[config.mk]
export PLATFORM = sky130hd
export DESIGN_NAME = aimx_top
export DESIGN_NICKNAME = d
export VERILOG_FILES = /design/src/design/aimx_mux_decode.v /design/src/design/aimx_top.v
export VERILOG_INCLUDE_DIRS = /design/src /design/src/design
export SDC_FILE = /design/constraint.sdc
export NUM_CORES = 1
export LEC_CHECK = 0
export BUFFER_PORTS_ARGS = -buffer_cell sky130_fd_sc_hd__buf_2
export CAP_MARGIN = 20
export CORE_MARGIN = 2
export CORE_UTILIZATION = 40
export CTS_CLUSTER_SIZE = 24
export DETAILED_ROUTE_END_ITERATION = 7
export PLACE_DENSITY = 0.63
export SYNTH_ARGS = -nofsm -noshare
export SYNTH_HDL_FRONTEND = slang
export SYNTH_HIERARCHICAL = 1
export SYNTH_SLANG_ARGS = --single-unit
[constraint.sdc]
create_clock -name REF_CLK_IN -period 6.1 [get_ports REF_CLK_IN]
set_input_delay 0.61 -clock REF_CLK_IN [delete_from_list [all_inputs] [get_ports REF_CLK_IN]]
set_output_delay 0.61 -clock REF_CLK_IN [all_outputs]
set_load 0.02 [all_outputs]
[src/design/aimx_consts.vh]
// constants for the converter input-select and result-format slice
// assumes a 20 MHz system clock and an ahb-lite register window
`ifndef AIMX_CONSTS_VH
`define AIMX_CONSTS_VH

// register byte offsets
`define AIMX_OFS_SEL 8'h00
`define AIMX_OFS_CTRL 8'h04
`define AIMX_OFS_RESULT 8'h08
`define AIMX_OFS_STATUS 8'h0C

// selection register layout
`define AIMX_SEL_W 6
`define AIMX_SEL_RST 6'h00

// control register bits
`define AIMX_CTRL_START 0
`define AIMX_CTRL_DONE 1
`define AIMX_CTRL_EN 2
`define AIMX_CTRL_IREF 3
`define AIMX_CTRL_GAIN_LO 4
`define AIMX_CTRL_GAIN_HI 5

// status register bits
`define AIMX_STAT_BUSY 6
`define AIMX_STAT_SETTLED 7
`define AIMX_STAT_DIFF 8
`define AIMX_STAT_TEMP_OK 9

// selection code groups and special codes
`define AIMX_GRP_SINGLE 2'h0
`define AIMX_GRP_DIFF 2'h1
`define AIMX_GRP_SAME 2'h2
`define AIMX_GRP_SWAP 2'h3
`define AIMX_LAST_PIN 4'hB
`define AIMX_CODE_TEMP 6'h0C
`define AIMX_SAME_LAST 4'h9
`define AIMX_SAME_HI_LAST 4'hD

// gains
`define AIMX_GAIN_X1 7'h01
`define AIMX_GAIN_X20 7'h14
`define AIMX_GAIN_X100 7'h64

// result limits
`define AIMX_DIFF_MAX 10'h1FF
`define AIMX_DIFF_MIN 10'h200
`define AIMX_SE_MAX 10'h3FF

// settling time of the internal reference
`define AIMX_CLK_KHZ 20000
`define AIMX_SETTLE_US 1000
`define AIMX_SETTLE_CYC ((`AIMX_SETTLE_US * `AIMX_CLK_KHZ) / 1000)

// ahb encodings
`define AIMX_HTRANS_NONSEQ 2'h2
`define AIMX_HTRANS_SEQ 2'h3

`endif

[src/design/aimx_mux_decode.v]
// registered decoder from the six-bit input code to analog switch enables
// assumes the code is stable in the cycle it is sampled; outputs lag by one edge
`timescale 1ns/1ns
`default_nettype none
`include "aimx_consts.vh"

module aimx_mux_decode
(
   input wire clk_in,
   input wire rst_in,
   input wire [5:0] code_in,
   output reg [11:0] pos_en_out,
   output reg [11:0] neg_en_out,
   output reg [3:0] int_src_out,
   output reg diff_out
);

   reg [3:0] pos_next;
   reg [3:0] neg_next;
   reg pos_valid;
   reg diff_next;
   reg [3:0] int_next;
   reg [7:0] pair;
   wire [11:0] pos_oh;
   wire [11:0] neg_oh;
   genvar i;

   // fixed pair table for the 01/11 groups: {positive, negative}
   function [7:0] pair_lut;
      input [3:0] idx;
      begin
         case (idx)
            4'h0: pair_lut = 8'h01;
            4'h1: pair_lut = 8'h03;
            4'h2: pair_lut = 8'h12;
            4'h3: pair_lut = 8'h13;
            4'h4: pair_lut = 8'h23;
            4'h5: pair_lut = 8'h34;
            4'h6: pair_lut = 8'h35;
            4'h7: pair_lut = 8'h36;
            4'h8: pair_lut = 8'h37;
            4'h9: pair_lut = 8'h45;
            4'hA: pair_lut = 8'h46;
            4'hB: pair_lut = 8'h47;
            4'hC: pair_lut = 8'h56;
            4'hD: pair_lut = 8'h57;
            4'hE: pair_lut = 8'h67;
            default: pair_lut = 8'h89;
         endcase
      end
   endfunction

   // code to pin numbers and internal source
   always @*
   begin
      pair = pair_lut(code_in[3:0]);
      pos_next = 4'h0;
      neg_next = 4'h0;
      pos_valid = 1'b0;
      diff_next = 1'b0;
      int_next = 4'h0;
      case (code_in[5:4])
         `AIMX_GRP_SINGLE:
         begin
            if (code_in[3:0] <= `AIMX_LAST_PIN)
            begin
               pos_next = code_in[3:0];
               pos_valid = 1'b1;
            end
            else
               int_next = 4'h1 << (code_in[3:0] - 4'hC); // temp, ref, ground, supply
         end
         `AIMX_GRP_DIFF:
         begin
            pos_next = pair[7:4];
            neg_next = pair[3:0];
            pos_valid = 1'b1;
            diff_next = 1'b1;
         end
         `AIMX_GRP_SWAP:
         begin
            pos_next = pair[3:0]; // polarity swapped
            neg_next = pair[7:4];
            pos_valid = 1'b1;
            diff_next = 1'b1;
         end
         default:
         begin
            if (code_in[3:0] <= `AIMX_SAME_LAST)
            begin
               pos_next = code_in[3:0]; // pin against itself
               neg_next = code_in[3:0];
               pos_valid = 1'b1;
               diff_next = 1'b1;
            end
            else if (code_in[3:0] <= `AIMX_SAME_HI_LAST)
            begin
               // bit 2 picks pin 10 or 11, bit 0 picks pin 8 or 9
               pos_next = {3'h5, code_in[2]}; // 10 or 11 against 8 or 9
               neg_next = {3'h4, code_in[0]};
               pos_valid = 1'b1;
               diff_next = 1'b1;
            end
         end
      endcase
   end

   // one-hot switch enables, one per pin
   generate
      for (i = 0; i < 12; i = i + 1)
      begin : g_pin
         assign pos_oh[i] = pos_valid && ({28'h0000000, pos_next} == i);
         assign neg_oh[i] = diff_next && ({28'h0000000, neg_next} == i);
      end
   endgenerate

   // registered outputs; all switches open in reset
   always @(posedge clk_in)
   begin
      if (rst_in)
      begin
         pos_en_out <= 12'h000;
         neg_en_out <= 12'h000;
         int_src_out <= 4'h0;
         diff_out <= 1'b0;
      end
      else
      begin
         pos_en_out <= pos_oh;
         neg_en_out <= neg_oh;
         int_src_out <= int_next;
         diff_out <= diff_next;
      end
   end

endmodule // aimx_mux_decode

`default_nettype wire

[src/design/aimx_top.v]
// converter control slice: input select, deferred switching, result format
// assumes an ahb-lite master on one 20 MHz clock and a converter core with
// a start pulse, a done pulse and an 11-bit signed raw sample
// limits: single conversions only, no auto trigger, one conversion at a time
// gain code 3 is reserved and behaves as unity; the register map is this block's own
//
// Operation
// - differential result is ten-bit two's complement, -512 to +511.
// - differential result is scaled raw difference times selected gain, sign kept.
// - six-bit select field in bits 5:0; codes 0 to 11 pick pins.
// - codes 12 to 15 pick temperature, 1.1V reference, ground, supply.
// - 01/11 codes pick table pairs, 11 swapped; 10 codes pick fixed pairs; here group-10 codes 14 and 15 pick no pins.
// - a select written mid-conversion takes effect only after completion.
// - done flag rises when conversion ends and result is stored.
// - single-ended result is unsigned ten-bit, zero to reference minus one step.
//
// The AHB-Lite interface to the registers and the address map were chosen for this implementation.
`timescale 1ns/1ns
`default_nettype none
`include "aimx_consts.vh"

module aimx_top
#(
   parameter SETTLE_CYCLES = `AIMX_SETTLE_CYC
)
(
   input wire REF_CLK_IN,
   input wire RST_IN,
   input wire HSEL_IN,
   input wire [31:0] HADDR_IN,
   input wire [1:0] HTRANS_IN,
   input wire HWRITE_IN,
   input wire [2:0] HSIZE_IN,
   input wire [31:0] HWDATA_IN,
   input wire HREADY_IN,
   output wire HREADYOUT_OUT,
   output wire HRESP_OUT,
   output reg [31:0] HRDATA_OUT,
   input wire CONV_DONE_IN,
   input wire [10:0] CONV_DATA_IN,
   output reg CONV_START_OUT,
   output wire CONV_EN_OUT,
   output wire INT_REF_OUT,
   output wire [1:0] GAIN_SEL_OUT,
   output wire [11:0] POS_PIN_EN_OUT,
   output wire [11:0] NEG_PIN_EN_OUT,
   output wire [3:0] INT_SRC_OUT,
   output wire DIFF_MODE_OUT
);

   // software registers
   reg [5:0] input_select_field_reg;
   reg [5:0] active_sel_reg;
   reg conv_en_reg;
   reg int_ref_reg;
   reg [1:0] gain_reg;
   reg conversion_done_flag_reg;
   reg busy_reg;
   reg [9:0] result_reg;
   reg [15:0] settle_cnt_reg;
   reg settled_reg;

   // bus data-phase state
   reg wr_pend_reg;
   reg [7:0] wr_addr_reg;

   // next values
   reg [9:0] result_next;
   reg [31:0] rdata_next;
   reg [6:0] gain_val;
   wire addr_phase;
   wire wr_data;
   wire start_req;
   wire done_evt;
   wire clear_done;
   wire diff_sel;
   wire temp_ok;
   wire signed [10:0] raw_s;
   wire signed [18:0] prod_s;

   // last count of the settling timer, cut to the counter width on purpose;
   // a setting above 65536 cycles would need a wider counter
   localparam [31:0] SETTLE_FULL = SETTLE_CYCLES - 1;
   localparam [15:0] SETTLE_LAST = SETTLE_FULL[15:0];

   // offset match used by every write path
   function reg_hit;
      input [7:0] addr;
      input [7:0] ofs;
      begin
         reg_hit = (addr == ofs);
      end
   endfunction

   // zero-wait slave: every transfer completes with okay
   assign HREADYOUT_OUT = 1'b1;
   assign HRESP_OUT = 1'b0;

   assign addr_phase = HSEL_IN && HREADY_IN && (HTRANS_IN == `AIMX_HTRANS_NONSEQ || HTRANS_IN == `AIMX_HTRANS_SEQ);
   // a write stays pending from its address phase until its data phase completes
   assign wr_data = wr_pend_reg && HREADY_IN;

   // control writes land in the data phase
   // a start needs enable already on, so the core is never kicked while powering up
   assign start_req = wr_data && reg_hit(wr_addr_reg, `AIMX_OFS_CTRL) && HWDATA_IN[`AIMX_CTRL_START]
                      && conv_en_reg && HWDATA_IN[`AIMX_CTRL_EN] && !busy_reg;
   assign clear_done = wr_data && reg_hit(wr_addr_reg, `AIMX_OFS_CTRL) && HWDATA_IN[`AIMX_CTRL_DONE];
   assign done_evt = busy_reg && CONV_DONE_IN;

   assign CONV_EN_OUT = conv_en_reg;
   assign INT_REF_OUT = int_ref_reg;
   assign GAIN_SEL_OUT = gain_reg;
   assign diff_sel = (active_sel_reg[5:4] != `AIMX_GRP_SINGLE);

   // temperature setup is software's job; this bit only reports whether it holds
   assign temp_ok = (active_sel_reg == `AIMX_CODE_TEMP) && int_ref_reg && settled_reg;

   // address phase capture; read data is latched here so hrdata is a flop
   always @(posedge REF_CLK_IN)
   begin
      if (RST_IN)
      begin
         wr_pend_reg <= 1'b0;
         wr_addr_reg <= 8'h00;
         HRDATA_OUT <= 32'h00000000;
      end
      else
      begin
         if (HREADY_IN)
         begin
            wr_pend_reg <= addr_phase && HWRITE_IN;
            wr_addr_reg <= HADDR_IN[7:0];
         end
         if (addr_phase && !HWRITE_IN)
            HRDATA_OUT <= rdata_next;
      end
   end

   // read decode; unmapped addresses read zero
   // the value is taken at the address phase, so a write just before is not yet seen
   always @*
   begin
      rdata_next = 32'h00000000;
      case (HADDR_IN[7:0])
         `AIMX_OFS_SEL:
            rdata_next[5:0] = input_select_field_reg;
         `AIMX_OFS_CTRL:
         begin
            rdata_next[`AIMX_CTRL_START] = busy_reg;
            rdata_next[`AIMX_CTRL_DONE] = conversion_done_flag_reg;
            rdata_next[`AIMX_CTRL_EN] = conv_en_reg;
            rdata_next[`AIMX_CTRL_IREF] = int_ref_reg;
            rdata_next[`AIMX_CTRL_GAIN_HI:`AIMX_CTRL_GAIN_LO] = gain_reg;
         end
         `AIMX_OFS_RESULT:
            rdata_next[9:0] = result_reg;
         `AIMX_OFS_STATUS:
         begin
            rdata_next[5:0] = active_sel_reg;
            rdata_next[`AIMX_STAT_BUSY] = busy_reg;
            rdata_next[`AIMX_STAT_SETTLED] = settled_reg;
            rdata_next[`AIMX_STAT_DIFF] = diff_sel;
            rdata_next[`AIMX_STAT_TEMP_OK] = temp_ok;
         end
         default:
            rdata_next = 32'h00000000;
      endcase
   end

   // register writes; byte lanes ignored since only whole words are issued
   always @(posedge REF_CLK_IN)
   begin
      if (RST_IN)
      begin
         input_select_field_reg <= `AIMX_SEL_RST;
         conv_en_reg <= 1'b0;
         int_ref_reg <= 1'b0;
         gain_reg <= 2'h0;
      end
      else if (wr_data)
      begin
         if (reg_hit(wr_addr_reg, `AIMX_OFS_SEL))
            input_select_field_reg <= HWDATA_IN[5:0];
         if (reg_hit(wr_addr_reg, `AIMX_OFS_CTRL))
         begin
            conv_en_reg <= HWDATA_IN[`AIMX_CTRL_EN];
            int_ref_reg <= HWDATA_IN[`AIMX_CTRL_IREF];
            gain_reg <= HWDATA_IN[`AIMX_CTRL_GAIN_HI:`AIMX_CTRL_GAIN_LO];
         end
      end
   end

   // conversion sequence: idle tracks the field, busy freezes it until done
   always @(posedge REF_CLK_IN)
   begin
      if (RST_IN)
      begin
         busy_reg <= 1'b0;
         CONV_START_OUT <= 1'b0;
         active_sel_reg <= `AIMX_SEL_RST;
      end
      else
      begin
         CONV_START_OUT <= start_req;
         if (!conv_en_reg)
            busy_reg <= 1'b0; // switching off aborts a running conversion
         else if (start_req)
            busy_reg <= 1'b1;
         else if (done_evt)
            busy_reg <= 1'b0;
         // reload at done so a select written mid-run serves the next start
         if (!busy_reg || done_evt)
            active_sel_reg <= input_select_field_reg; // held while busy
      end
   end

   // gain as a number; the reserved code falls back to unity
   always @*
   begin
      case (gain_reg)
         2'h1: gain_val = `AIMX_GAIN_X20;
         2'h2: gain_val = `AIMX_GAIN_X100;
         default: gain_val = `AIMX_GAIN_X1;
      endcase
   end

   // the raw sample is signed; single-ended codes read it as unsigned below
   assign raw_s = CONV_DATA_IN;
   assign prod_s = raw_s * $signed({1'b0, gain_val}); // difference times gain

   // result formatting; saturate rather than wrap so overrange keeps its sign
   always @*
   begin
      if (diff_sel)
      begin
         if (prod_s > 19'sd511)
            result_next = `AIMX_DIFF_MAX;
         else if (prod_s < -19'sd512)
            result_next = `AIMX_DIFF_MIN;
         else
            result_next = prod_s[9:0]; // two's complement kept
      end
      else if (CONV_DATA_IN[10])
         result_next = `AIMX_SE_MAX; // overrange clamps to full scale
      else
         result_next = CONV_DATA_IN[9:0]; // unsigned straight code
   end

   // result store and done flag; a new completion beats a same-cycle clear
   always @(posedge REF_CLK_IN)
   begin
      if (RST_IN)
      begin
         result_reg <= 10'h000;
         conversion_done_flag_reg <= 1'b0;
      end
      else
      begin
         if (done_evt)
         begin
            result_reg <= result_next;
            conversion_done_flag_reg <= 1'b1; // set with the result
         end
         else if (clear_done)
            conversion_done_flag_reg <= 1'b0;
      end
   end

   // reference settling timer; restarts whenever the reference or enable drops
   // even a one-cycle drop of either bit costs the full wait again
   always @(posedge REF_CLK_IN)
   begin
      if (RST_IN)
      begin
         settle_cnt_reg <= 16'h0000;
         settled_reg <= 1'b0;
      end
      else if (!conv_en_reg || !int_ref_reg)
      begin
         settle_cnt_reg <= 16'h0000;
         settled_reg <= 1'b0;
      end
      else if (settle_cnt_reg == SETTLE_LAST)
         settled_reg <= 1'b1;
      else
         settle_cnt_reg <= settle_cnt_reg + 16'h0001;
   end

   // switch decoder works from the held selection, never the raw field
   // its outputs lag the held selection by one edge
   aimx_mux_decode u_dec
   (
      .clk_in(REF_CLK_IN),
      .rst_in(RST_IN),
      .code_in(active_sel_reg),
      .pos_en_out(POS_PIN_EN_OUT),
      .neg_en_out(NEG_PIN_EN_OUT),
      .int_src_out(INT_SRC_OUT),
      .diff_out(DIFF_MODE_OUT)
   );

endmodule // aimx_top

`default_nettype wire

* Word level (Yosys, flattened, before mapping) *
Memories as Yosys holds them, arrays and structs flattened. A register that Yosys moved wholly into a read port is not among the register bits.
Cells that the tools add are included.

storage, ports and cells
  output and inout port bits = 68
  bits in read-only memories = 128
  memories = 1
  register bits after elaboration = 94
  input port bits = 86
  word-level logic and storage cells = 148

operators by class
  magnitude comparators = 5
  multiplexer cells = 25
  add/subtract/negate cells = 2
  bitwise operators = 2
  reductions and logical operators = 59
  shifts and indexed selects = 1
  eq/ne operators = 34
  multiply operators = 1

memory list
  name             words  width  read ports  clocked after Yosys merged registers in  wr ports  line                  RTL
  (no name shown)  16     8      1           1                                        0         aimx_mux_decode.v:32  case (idx)

operators by type and width
  kind                   count
  $mux 10                4
  $logic_and 1x1->1      38
  $eq 4x3->1 const B     8
  $eq 4x4->1 const B     8
  $mux 4                 7
  $pmux 4 s3             2
  $pmux 6 s4             1
  $gt 19x10->1 const B   1
  $lt 19x10->1 const B   1
  $mul 11x8->19          1
  $add 16x1->16 const B  1
  $eq 16x15->1 const B   1
  $eq 4x2->1 const B     4
  $eq 8x3->1 const B     2
  $eq 8x4->1 const B     2
  $logic_not 8->1        2
  $pmux 7 s2             1
  $le 4x4->1 const B     3
  $eq 2x2->1 const B     4
  $eq 4x1->1 const B     2
  $logic_not 4->1        2
  $pmux 4 s2             1
  $mux 1                 7
  $eq 6x4->1 const B     1
  other kinds (12)       25

* Logic depth before layout (Yosys ltp) *
Gate-level depths: netlist (run 1).

  word-level depth = 7
  depth in mapped cells = 23
  depth with buffers taken out = 21

* Cells and area by module *
The synthesis (run 1) kept the hierarchy.

modules (own cells, without submodules)
  module           area an instance (um^2)  cells each  times used  seq. area each (um^2)
  aimx_top         5490.3                   616         1           1301.2
  aimx_mux_decode  1514.0                   163         1           580.6

* Worst setup path after synthesis (run 1) *
No wires, ideal clock.

  kind = register to register
  start point = reg gain_reg[0], in the netlist GAIN_SEL_OUT[0]
  end point = reg result_reg[8]
  clock period less this slack = 5.425 ns
  stages on the path, launching flop included = 23
  setup slack = 0.675 ns
  arrival = 5.338 ns
  buffers on the path = 3
  setup time = 0.087 ns
  data required time = 6.013 ns
  cells stage by stage = dfxtp_1 > inv_1 > ha_1 > clkbuf_1 > clkbuf_1 > nor2b_1 > ha_1 > inv_1 > fa_1 > fa_1 > fa_1 > inv_1 > ha_1 > clkbuf_1 > o21a_1 > nor2_1 > or3_1 > a21oi_1 > a311oi_1 > nor4_2 > a21o_2 > a21oi_1 > o31ai_1

on the way
  longest elaborated chain between the ends = 7
  elaborated cells between the ends (all ways) = 9
  classes of those cells = mul (1); order compare (2); eq/ne (2); mux (4)

ends and longest elaborated chain
  what                                             line            RTL
  start, declared                                  aimx_top.v:56   reg [1:0] gain_reg;
  start signal, assigned                           aimx_top.v:188  gain_reg <= HWDATA_IN[`AIMX_CTRL_GAIN_HI:`AIMX_CTRL_GAIN_LO];
  $eq 2x2->1 / $eq 2x1->1 (equally long branches)  aimx_top.v:220  case (gain_reg)
  $pmux 7 s2 (*)                                   aimx_top.v:220
  $mul 11x8->19 (*)                                aimx_top.v:229  assign prod_s = raw_s * $signed({1'b0, gain_val});
  $lt 19x10->1                                     aimx_top.v:238  else if (prod_s < -19'sd512)
  $mux 10                                          aimx_top.v:238
  $mux 10 (*)                                      aimx_top.v:236  if (prod_s > 19'sd511)
  $mux 10 (*)                                      aimx_top.v:234  if (diff_sel)
  end signal, assigned                             aimx_top.v:261  result_reg <= result_next;
  end, declared                                    aimx_top.v:59   reg [9:0] result_reg;

Mark *: on every way between the ends. The rest lies on a longest branch, timed or not.
A chain may end at the register's enable or synchronous reset.

* Worst setup path in the final report (run 1) *
  start point = reg gain_reg[1], in the netlist GAIN_SEL_OUT[1]
  end point = reg result_reg[5]

Same word-level chain as after synthesis.

==> results.md, run 1 <==
- Final worst setup slack: 510 ps
- Setup Buffers After CTS: 0
- Comb power frac: 0.090
- Vias: approximately 5,400
- H-tree depth: 3
- TritonCTS Buffers: 9
- CP Launch Point: GAIN_SEL_OUT[1]
- VDD IR max: 0.000124 V
- Setup crit end: result_reg[5]
- Max reg flops: 16
- R2R cell count: 18
- Total track usage: 0.163
- Skew-Pair Late Insertion Delay: 350 ps
- Critical Path AT: 5840 ps
- Met1 Use GR: 0.223
- Hold Path Cell Cnt: 2
- CTS tree: built
- Fmax: 0.179 GHz
- Top FF cell, synth: dfxtp_1
- DR pass1 iterations: 5
- Wire length per cell: approximately 14 um
- CP Data Required Time: between 6000 and 7000 ps
- Netlist Area Pre-Place: 7000 um2
- Layout net count: 1,028
- Share of layout cells above drive strength 1: 0.149
- Port bufs: 75
- Die W: roughly 140 um
- Routability cong.: 0.810
- Flops & latches, synth: 94
- Clock tree buffer depth: 2
- Remaining global-route overflow: 0
- Drt total wl: 14.9 mm
- Largest net degree at the start of global routing: 55
- Post-route ant nets: 0
- Boundary pin count: 154
- # hold bufs at CTS: 0
- Worst slew pin tran: 946 ps
- Final std cell area, no fill: 7770 um2
- Setup Slack @ Placement: 560 ps
- Cell area power density: 165 nW/um2
- Power Internal: roughly 0.95 mW
- Initial antenna violation count: 0
- Tot Pwr: 1.28 mW
- Antenna Cells: 0
- Crit-path max cell delay: 540 ps
- Clk_skew: 12.1 ps
- Final slew viol count: 0
- Full die area: 18,600 um2
- Synth Warn #: 6
- Final setup viols: 0
- Final Critical Period: approximately 5600 ps
- CP Max Fanout: 14
- Final Cycle Share: 0.916
- Clock slew at reported path FFs: 70 ps
- Status: finished, final reports clean
- Die height: 136 um
- Hold Crit Class: reg -> reg
- CTS Sinks: 94
- CTS root buffer: clkbuf_16
- Worst setup EP type: flip-flop
- Post-CTS Resized: 0
- # Max-Cap Violations: 0
- Clk pwr share: 0.425
- Syn_area_per_cell: 8.99 um2
- Seq/Total Area, Yosys: 0.269
- Post-synthesis cell type count: 73
- CP cell instances: ha_1 > and2_1 > ha_1 > fa_1 > fa_1 > inv_1 > fa_1 > inv_1 > ha_1 > a21oi_1 > o21ai_2 > o2111ai_2 > nand2_1 > a2111o_1 > nor4_2 > a21o_2 > a21oi_1 > o31ai_1
- Static leakage: about 3.5 nW
- FP Rows: 48
- Cells after synthesis: 779
- Final Hold Fails: 0
- Layout area overhead: 10.9%
- Reg power frac: 0.485
- RSZ-0062 raised after global routing: no
- GRT met3 Usage: 0.0272
- Met2 usage: 0.270
- Dpl cell area: approximately 7500 um2
- Crit Path Class: reg -> reg
- Number of synthesized flops with an enable pin: 0
- FF-to-FF setup slack: approximately 510 ps
- Worst rel slew slack: 0.370
- Synth async-reset ratio: 0
- Initial DRC Count: just over 300
- Terminus of the critical flop-to-flop path: result_reg[5]
- GRT busiest layer: met2
- # DRC: 0
- Switching share of power: 0.253
- Slowest CP cell: fa_1
- Via/cell ratio: a little over 5
- Dpl hpwl: 11.5 mm
- Reg2reg start: GAIN_SEL_OUT[1]
- CP startpoint kind: flip-flop
- First-pass GRT wire length: ~24 mm
- Final setup TNS: 0 ps
- Vias in the first global route: ~5,000
- Sw Pwr: 0.324 mW
- Starting Density: 0.406
- Core area: 17,200 um2
[Yosys cell counts (5+ instances only)]
library cell | number | share of area
nor2_1 | 91 | 0.049
nor2b_1 | 15 | 0.013
and3_1 | 7 | 0.0063
nand3_1 | 10 | 0.0071
xor2_1 | 14 | 0.018
ha_1 | 68 | 0.12
o211ai_1 | 6 | 0.0064
nand2b_1 | 6 | 0.0054
o31ai_1 | 8 | 0.0086
xnor2_1 | 16 | 0.020
nor3_1 | 22 | 0.016
mux2_2 | 6 | 0.0096
nand2_1 | 28 | 0.015
o21ai_1 | 5 | 0.0036
mux4_2 | 7 | 0.023
clkbuf_1 | 23 | 0.012
fa_1 | 34 | 0.097
a22oi_1 | 10 | 0.011
and2_1 | 32 | 0.029
a21oi_1 | 32 | 0.023
a21o_1 | 5 | 0.0054
nand4_1 | 8 | 0.0071
dfxtp_1 | 94 | 0.27
nand3b_1 | 11 | 0.012
or3_1 | 6 | 0.0054
inv_1 | 76 | 0.041
buf_4 | 27 | 0.029
o21ai_0 | 11 | 0.0079
mux2i_1 | 29 | 0.041
[power by group through the flow]
stage | clock (mW) | combinational, mW | sequential [mW]
after floorplan | 0 | 0.0938 | 0.634
after global placement | 0 | 0.115 | 0.634
after detailed placement | 0 | 0.115 | 0.634
after CTS | 0.553 | 0.116 | 0.620
after global routing | 0.578 | 0.129 | 0.620
final | 0.543 | 0.116 | 0.620
[layer usage]
metal	up-vias	wire length, um
met3	12	607
met1	2559	7330
met2	116	6800
met5	-	0
met4	0	147
li1	2739	-
[per-stage QoR]
| step | util | hold WS (ps) | cells |
|---|---|---|---|
| floorplan | - | 435 | 803 |
| finish | 0.451 | 453 | 1070 |
| CTS | 0.451 | 454 | 1070 |
| detailed placement | 0.434 | 444 | 1054 |
| global route | 0.451 | 504 | 1070 |
| global placement | 0.434 | 455 | 1054 |
[cells in the final DEF, fill, tap and decap left out, types with 8 or more instances in the layout]
cell       count
nand3_1       10
a22oi_1       10
nand3b_1      11
mux2i_1       29
o21ai_0       11
buf_2         75
dfxtp_1       94
o31ai_1        8
nand4_1        8
xor2_1        14
nor2b_1       15
nor3_1        22
and2_1        32
a21oi_1       32
clkbuf_16      9
nor2_1        91
fa_1          34
conb_1        26
ha_1          68
inv_1         76
nand2_1       28
xnor2_1       16
[cells by family (layout without fill, tap and decap cells)]
| group | after synthesis | count (layout) | share of synthesized area |
|---|---|---|---|
| AND/OR/NAND/NOR | 259 | 259 | 0.192 |
| flip-flops | 94 | 94 | 0.269 |
| other | 2 | 26 | 0.00107 |
| XOR/XNOR | 30 | 30 | 0.0375 |
| buffers and inverters | 132 | 174 | 0.0854 |
| adder cells (fa/ha/maj) | 102 | 102 | 0.219 |
| AO/OA/AOI/OAI | 118 | 118 | 0.123 |
| multiplexers | 42 | 42 | 0.0736 |
[final cells by class]
type                       instances  area (um2)
fill                            1684        9470
multi-input combinational        577        4610
sequential                        94        1880
timing repair buffer              78         398
inverter                          80         300
tap                              225         282
clock buffer                      10         239
clock inverter                     6        53.8
[worst max-delay path, delay by kind of cell, from the launching register on]
| family | cells | cell delay (ps) |
|---|---|---|
| adders and majority gates | 6 | 2660 |
| AOI/OAI and AO/OA | 7 | 1790 |
| and+or+nand+nor | 3 | 480 |
| DFF | 1 | 460 |
| buffers and inverters | 2 | 90 |
[how the worst min path moves through the flow]
stage	start	endpoint
6_report	HRDATA_OUT[9]	HRDATA_OUT[9]
5_1_grt	HRDATA_OUT[9]	HRDATA_OUT[9]
4_1_cts	HRDATA_OUT[9]	HRDATA_OUT[9]
3_5_place_dp	HRDATA_OUT[9]	HRDATA_OUT[9]
3_3_place_gp	HRDATA_OUT[9]	HRDATA_OUT[9]
2_1_floorplan	settled_reg	settled_reg
No activity file was read; power rests on OpenSTA's default activity.
==> inputs of run 2 (changes only) <==
- CORE_UTILIZATION: 40 -> 50
- PLACE_DENSITY: 0.63 -> 0.75
==> run 2 against run 1 <==
Against the previous run: register-to-register slack better by 40 ps; non-clock buffer count unchanged; via count up 0.94%; sequential cell count unchanged; final cell count down 4.2%; sequential power about the same; critical path depth unchanged; critical endpoint is now result_reg[0]; largest power group unchanged; highest routed layer unchanged.
==> results.md, run 2 (synthesized netlist as in run 1, its figures left out) <==
- CP startpoint kind: flip-flop
- Worst slew pin tran: 798 ps (-148 ps)
- Cell area power density: 166 nW/um2 (+1.2%)
- Worst rel slew slack: 0.466 (+0.0965)
- Largest net degree at the start of global routing: 55 (unchanged)
- Vias in the first global route: 5,087 (+1.4%)
- Layout area overhead: 10.2%
- Final setup viols: 0 (unchanged)
- Fmax: 0.180 GHz (+0.76%)
- CP Launch Point: GAIN_SEL_OUT[1]
- Dpl hpwl: 11.5 mm (-0.36%)
- FP Rows: 43 (-10%)
- Comb power frac: 0.090 (about the same)
- # DRC: 0 (unchanged)
- Hold Crit Class: reg -> reg
- Final Hold Fails: 0 (unchanged)
- Reg power frac: 0.482 (-0.003)
- Clock slew at reported path FFs: 70 ps (about the same)
- Post-route ant nets: 0 (unchanged)
- Most frequent cells in the layout: dfxtp_1, nor2_1, inv_1, buf_2, ha_1
- Initial DRC Count: 304 (-1.6%)
- Via/cell ratio: 5.34 (+5.4%)
- Layout Cells excl Fill: 1,025 (-4.2%)
- CP Max Fanout: 14 (unchanged)
- Worst setup EP type: flip-flop
- Placed insts: 1,009 (-4.3%)
- # hold bufs at CTS: 0 (unchanged)
- RSZ-0062 raised after global routing: no
- Status: finished, final reports clean
- First-pass GRT wire length: 24.4 mm (about the same)
- Routability cong.: 0.873 (+7.8%)
- VDD IR max: 0.000134 V (+8.3%)
- Final Cycle Share: 0.910 (-0.00691)
- Vias: 5,477 (+0.94%)
- Final slew viol count: 0 (unchanged)
- CP Data Required Time: 6350 ps (about the same)
- CTS tree: built
- Final Critical Period: 5550 ps (-42.2 ps)
- Core area: 13,800 um2 (-20%)
- Switching share of power: 0.238 (-0.0150)
- Port bufs: 75 (unchanged)
- Commonest non-fill, non-tap cell in the layout: dfxtp_1
- Static leakage: 3.54 nW (+0.13%)
- DR pass1 iterations: 5 (unchanged)
- Remaining global-route overflow: 0 (unchanged)
- TritonCTS Buffers: 9 (unchanged)
- Full die area: 15,000 um2 (-19%)
- Max reg flops: 16 (unchanged)
- Reg2reg start: GAIN_SEL_OUT[1]
- Post-CTS Resized: 0 (unchanged)
- HP Start: HRDATA_OUT[9]
- Setup Buffers After CTS: 0 (unchanged)
- Total track usage: 0.202 (+0.0386)
- Initial antenna violation count: 0 (unchanged)
- Wire length per cell: 14.4 um (+3.6%)
- Sw Pwr: 0.306 mW (-5.4%)
- Skew-Pair Late Insertion Delay: 340 ps (about the same)
- Crit Path Class: reg -> reg
- # Max-Cap Violations: 0 (unchanged)
- Layout net count: 1,028 (unchanged)
- Starting Density: 0.509 (+0.102)
- Final setup TNS: 0 ps (unchanged)
- CTS Sinks: 94 (unchanged)
- Clk pwr share: 0.428 (+0.003)
- Die height: 122 um (-10%)
- Boundary pin count: 154 (unchanged)
- Clock tree buffer depth: 2 (unchanged)
- Clk_skew: 7.59 ps (-4.53 ps)
- H-tree depth: 3 (unchanged)
- CTS root buffer: clkbuf_16
- Power Internal: 0.979 mW (+2.6%)
- Critical Path AT: 5800 ps (-40 ps)
- Die W: 122 um (-10%)
- Share of layout cells above drive strength 1: 0.148 (-0.00101)
- Drt total wl: 14.8 mm (-0.77%)
-- run 2: cell type report --
class	instances	area (um2)
repair buffers	78	398
fillers	1287	6060
clock buffers	9	225
well taps	180	225
clock inverters	6	70.1
flip-flops and latches	94	1880
inverters	80	300
diodes	1	2.50
multi-input cells	577	4610
-- run 2: path summary, 6_finish.rpt --
path	end	depth (start not counted)	slack [ps]
max	result_reg[0]	18	550
min	HRDATA_OUT[9]	2	480
max reg2reg	result_reg[0]	18	550
min reg2reg	HRDATA_OUT[9]	2	480
-- run 2: stage by stage --
stage | area (um2) | total power [mW] | setup slack (ps) | utilization | hold WS, ps
after global placement | 7420 | 0.746 | 610 | 0.539 | 452
after global routing | 7710 | 1.33 | 125 | 0.560 | 495
after floorplan | 7090 | 0.727 | 675 | - | 435
final | 7720 | 1.28 | 552 | 0.560 | 475
after detailed placement | 7420 | 0.748 | 578 | 0.539 | 463
after CTS | 7710 | 1.29 | 530 | 0.560 | 473
-- run 2: metal layers --
layer,vias to the layer above,part of all wire,global-route usage
li1,2747,-,-
met1,2609,0.47,0.275
met2,110,0.49,0.341
met3,11,0.039,0.0265
met4,0,0.0087,0.0481
met5,-,0,0
-- run 2: critical path, cell delays in order, from the launching register on --
cell and delay [ps]:
dfxtp_1 450, ha_1 490, and2_1 230, ha_1 260, fa_1 510, fa_1 540, inv_1 50, fa_1 520
inv_1 40, ha_1 350, o211ai_1 160, o21ai_2 230, o2111ai_2 200, a21oi_1 220, o22ai_1 100, xnor2_1 420
a2bb2oi_4 290, nand4_1 180, a211oi_1 220
-- run 2: power groups by stage --
stage	combinational [mW]	sequential, mW	clock [mW]
detailed placement	0.114	0.634	0
finish	0.115	0.620	0.550
global placement	0.113	0.634	0
global route	0.129	0.620	0.581
CTS	0.115	0.620	0.559
floorplan	0.0938	0.634	0
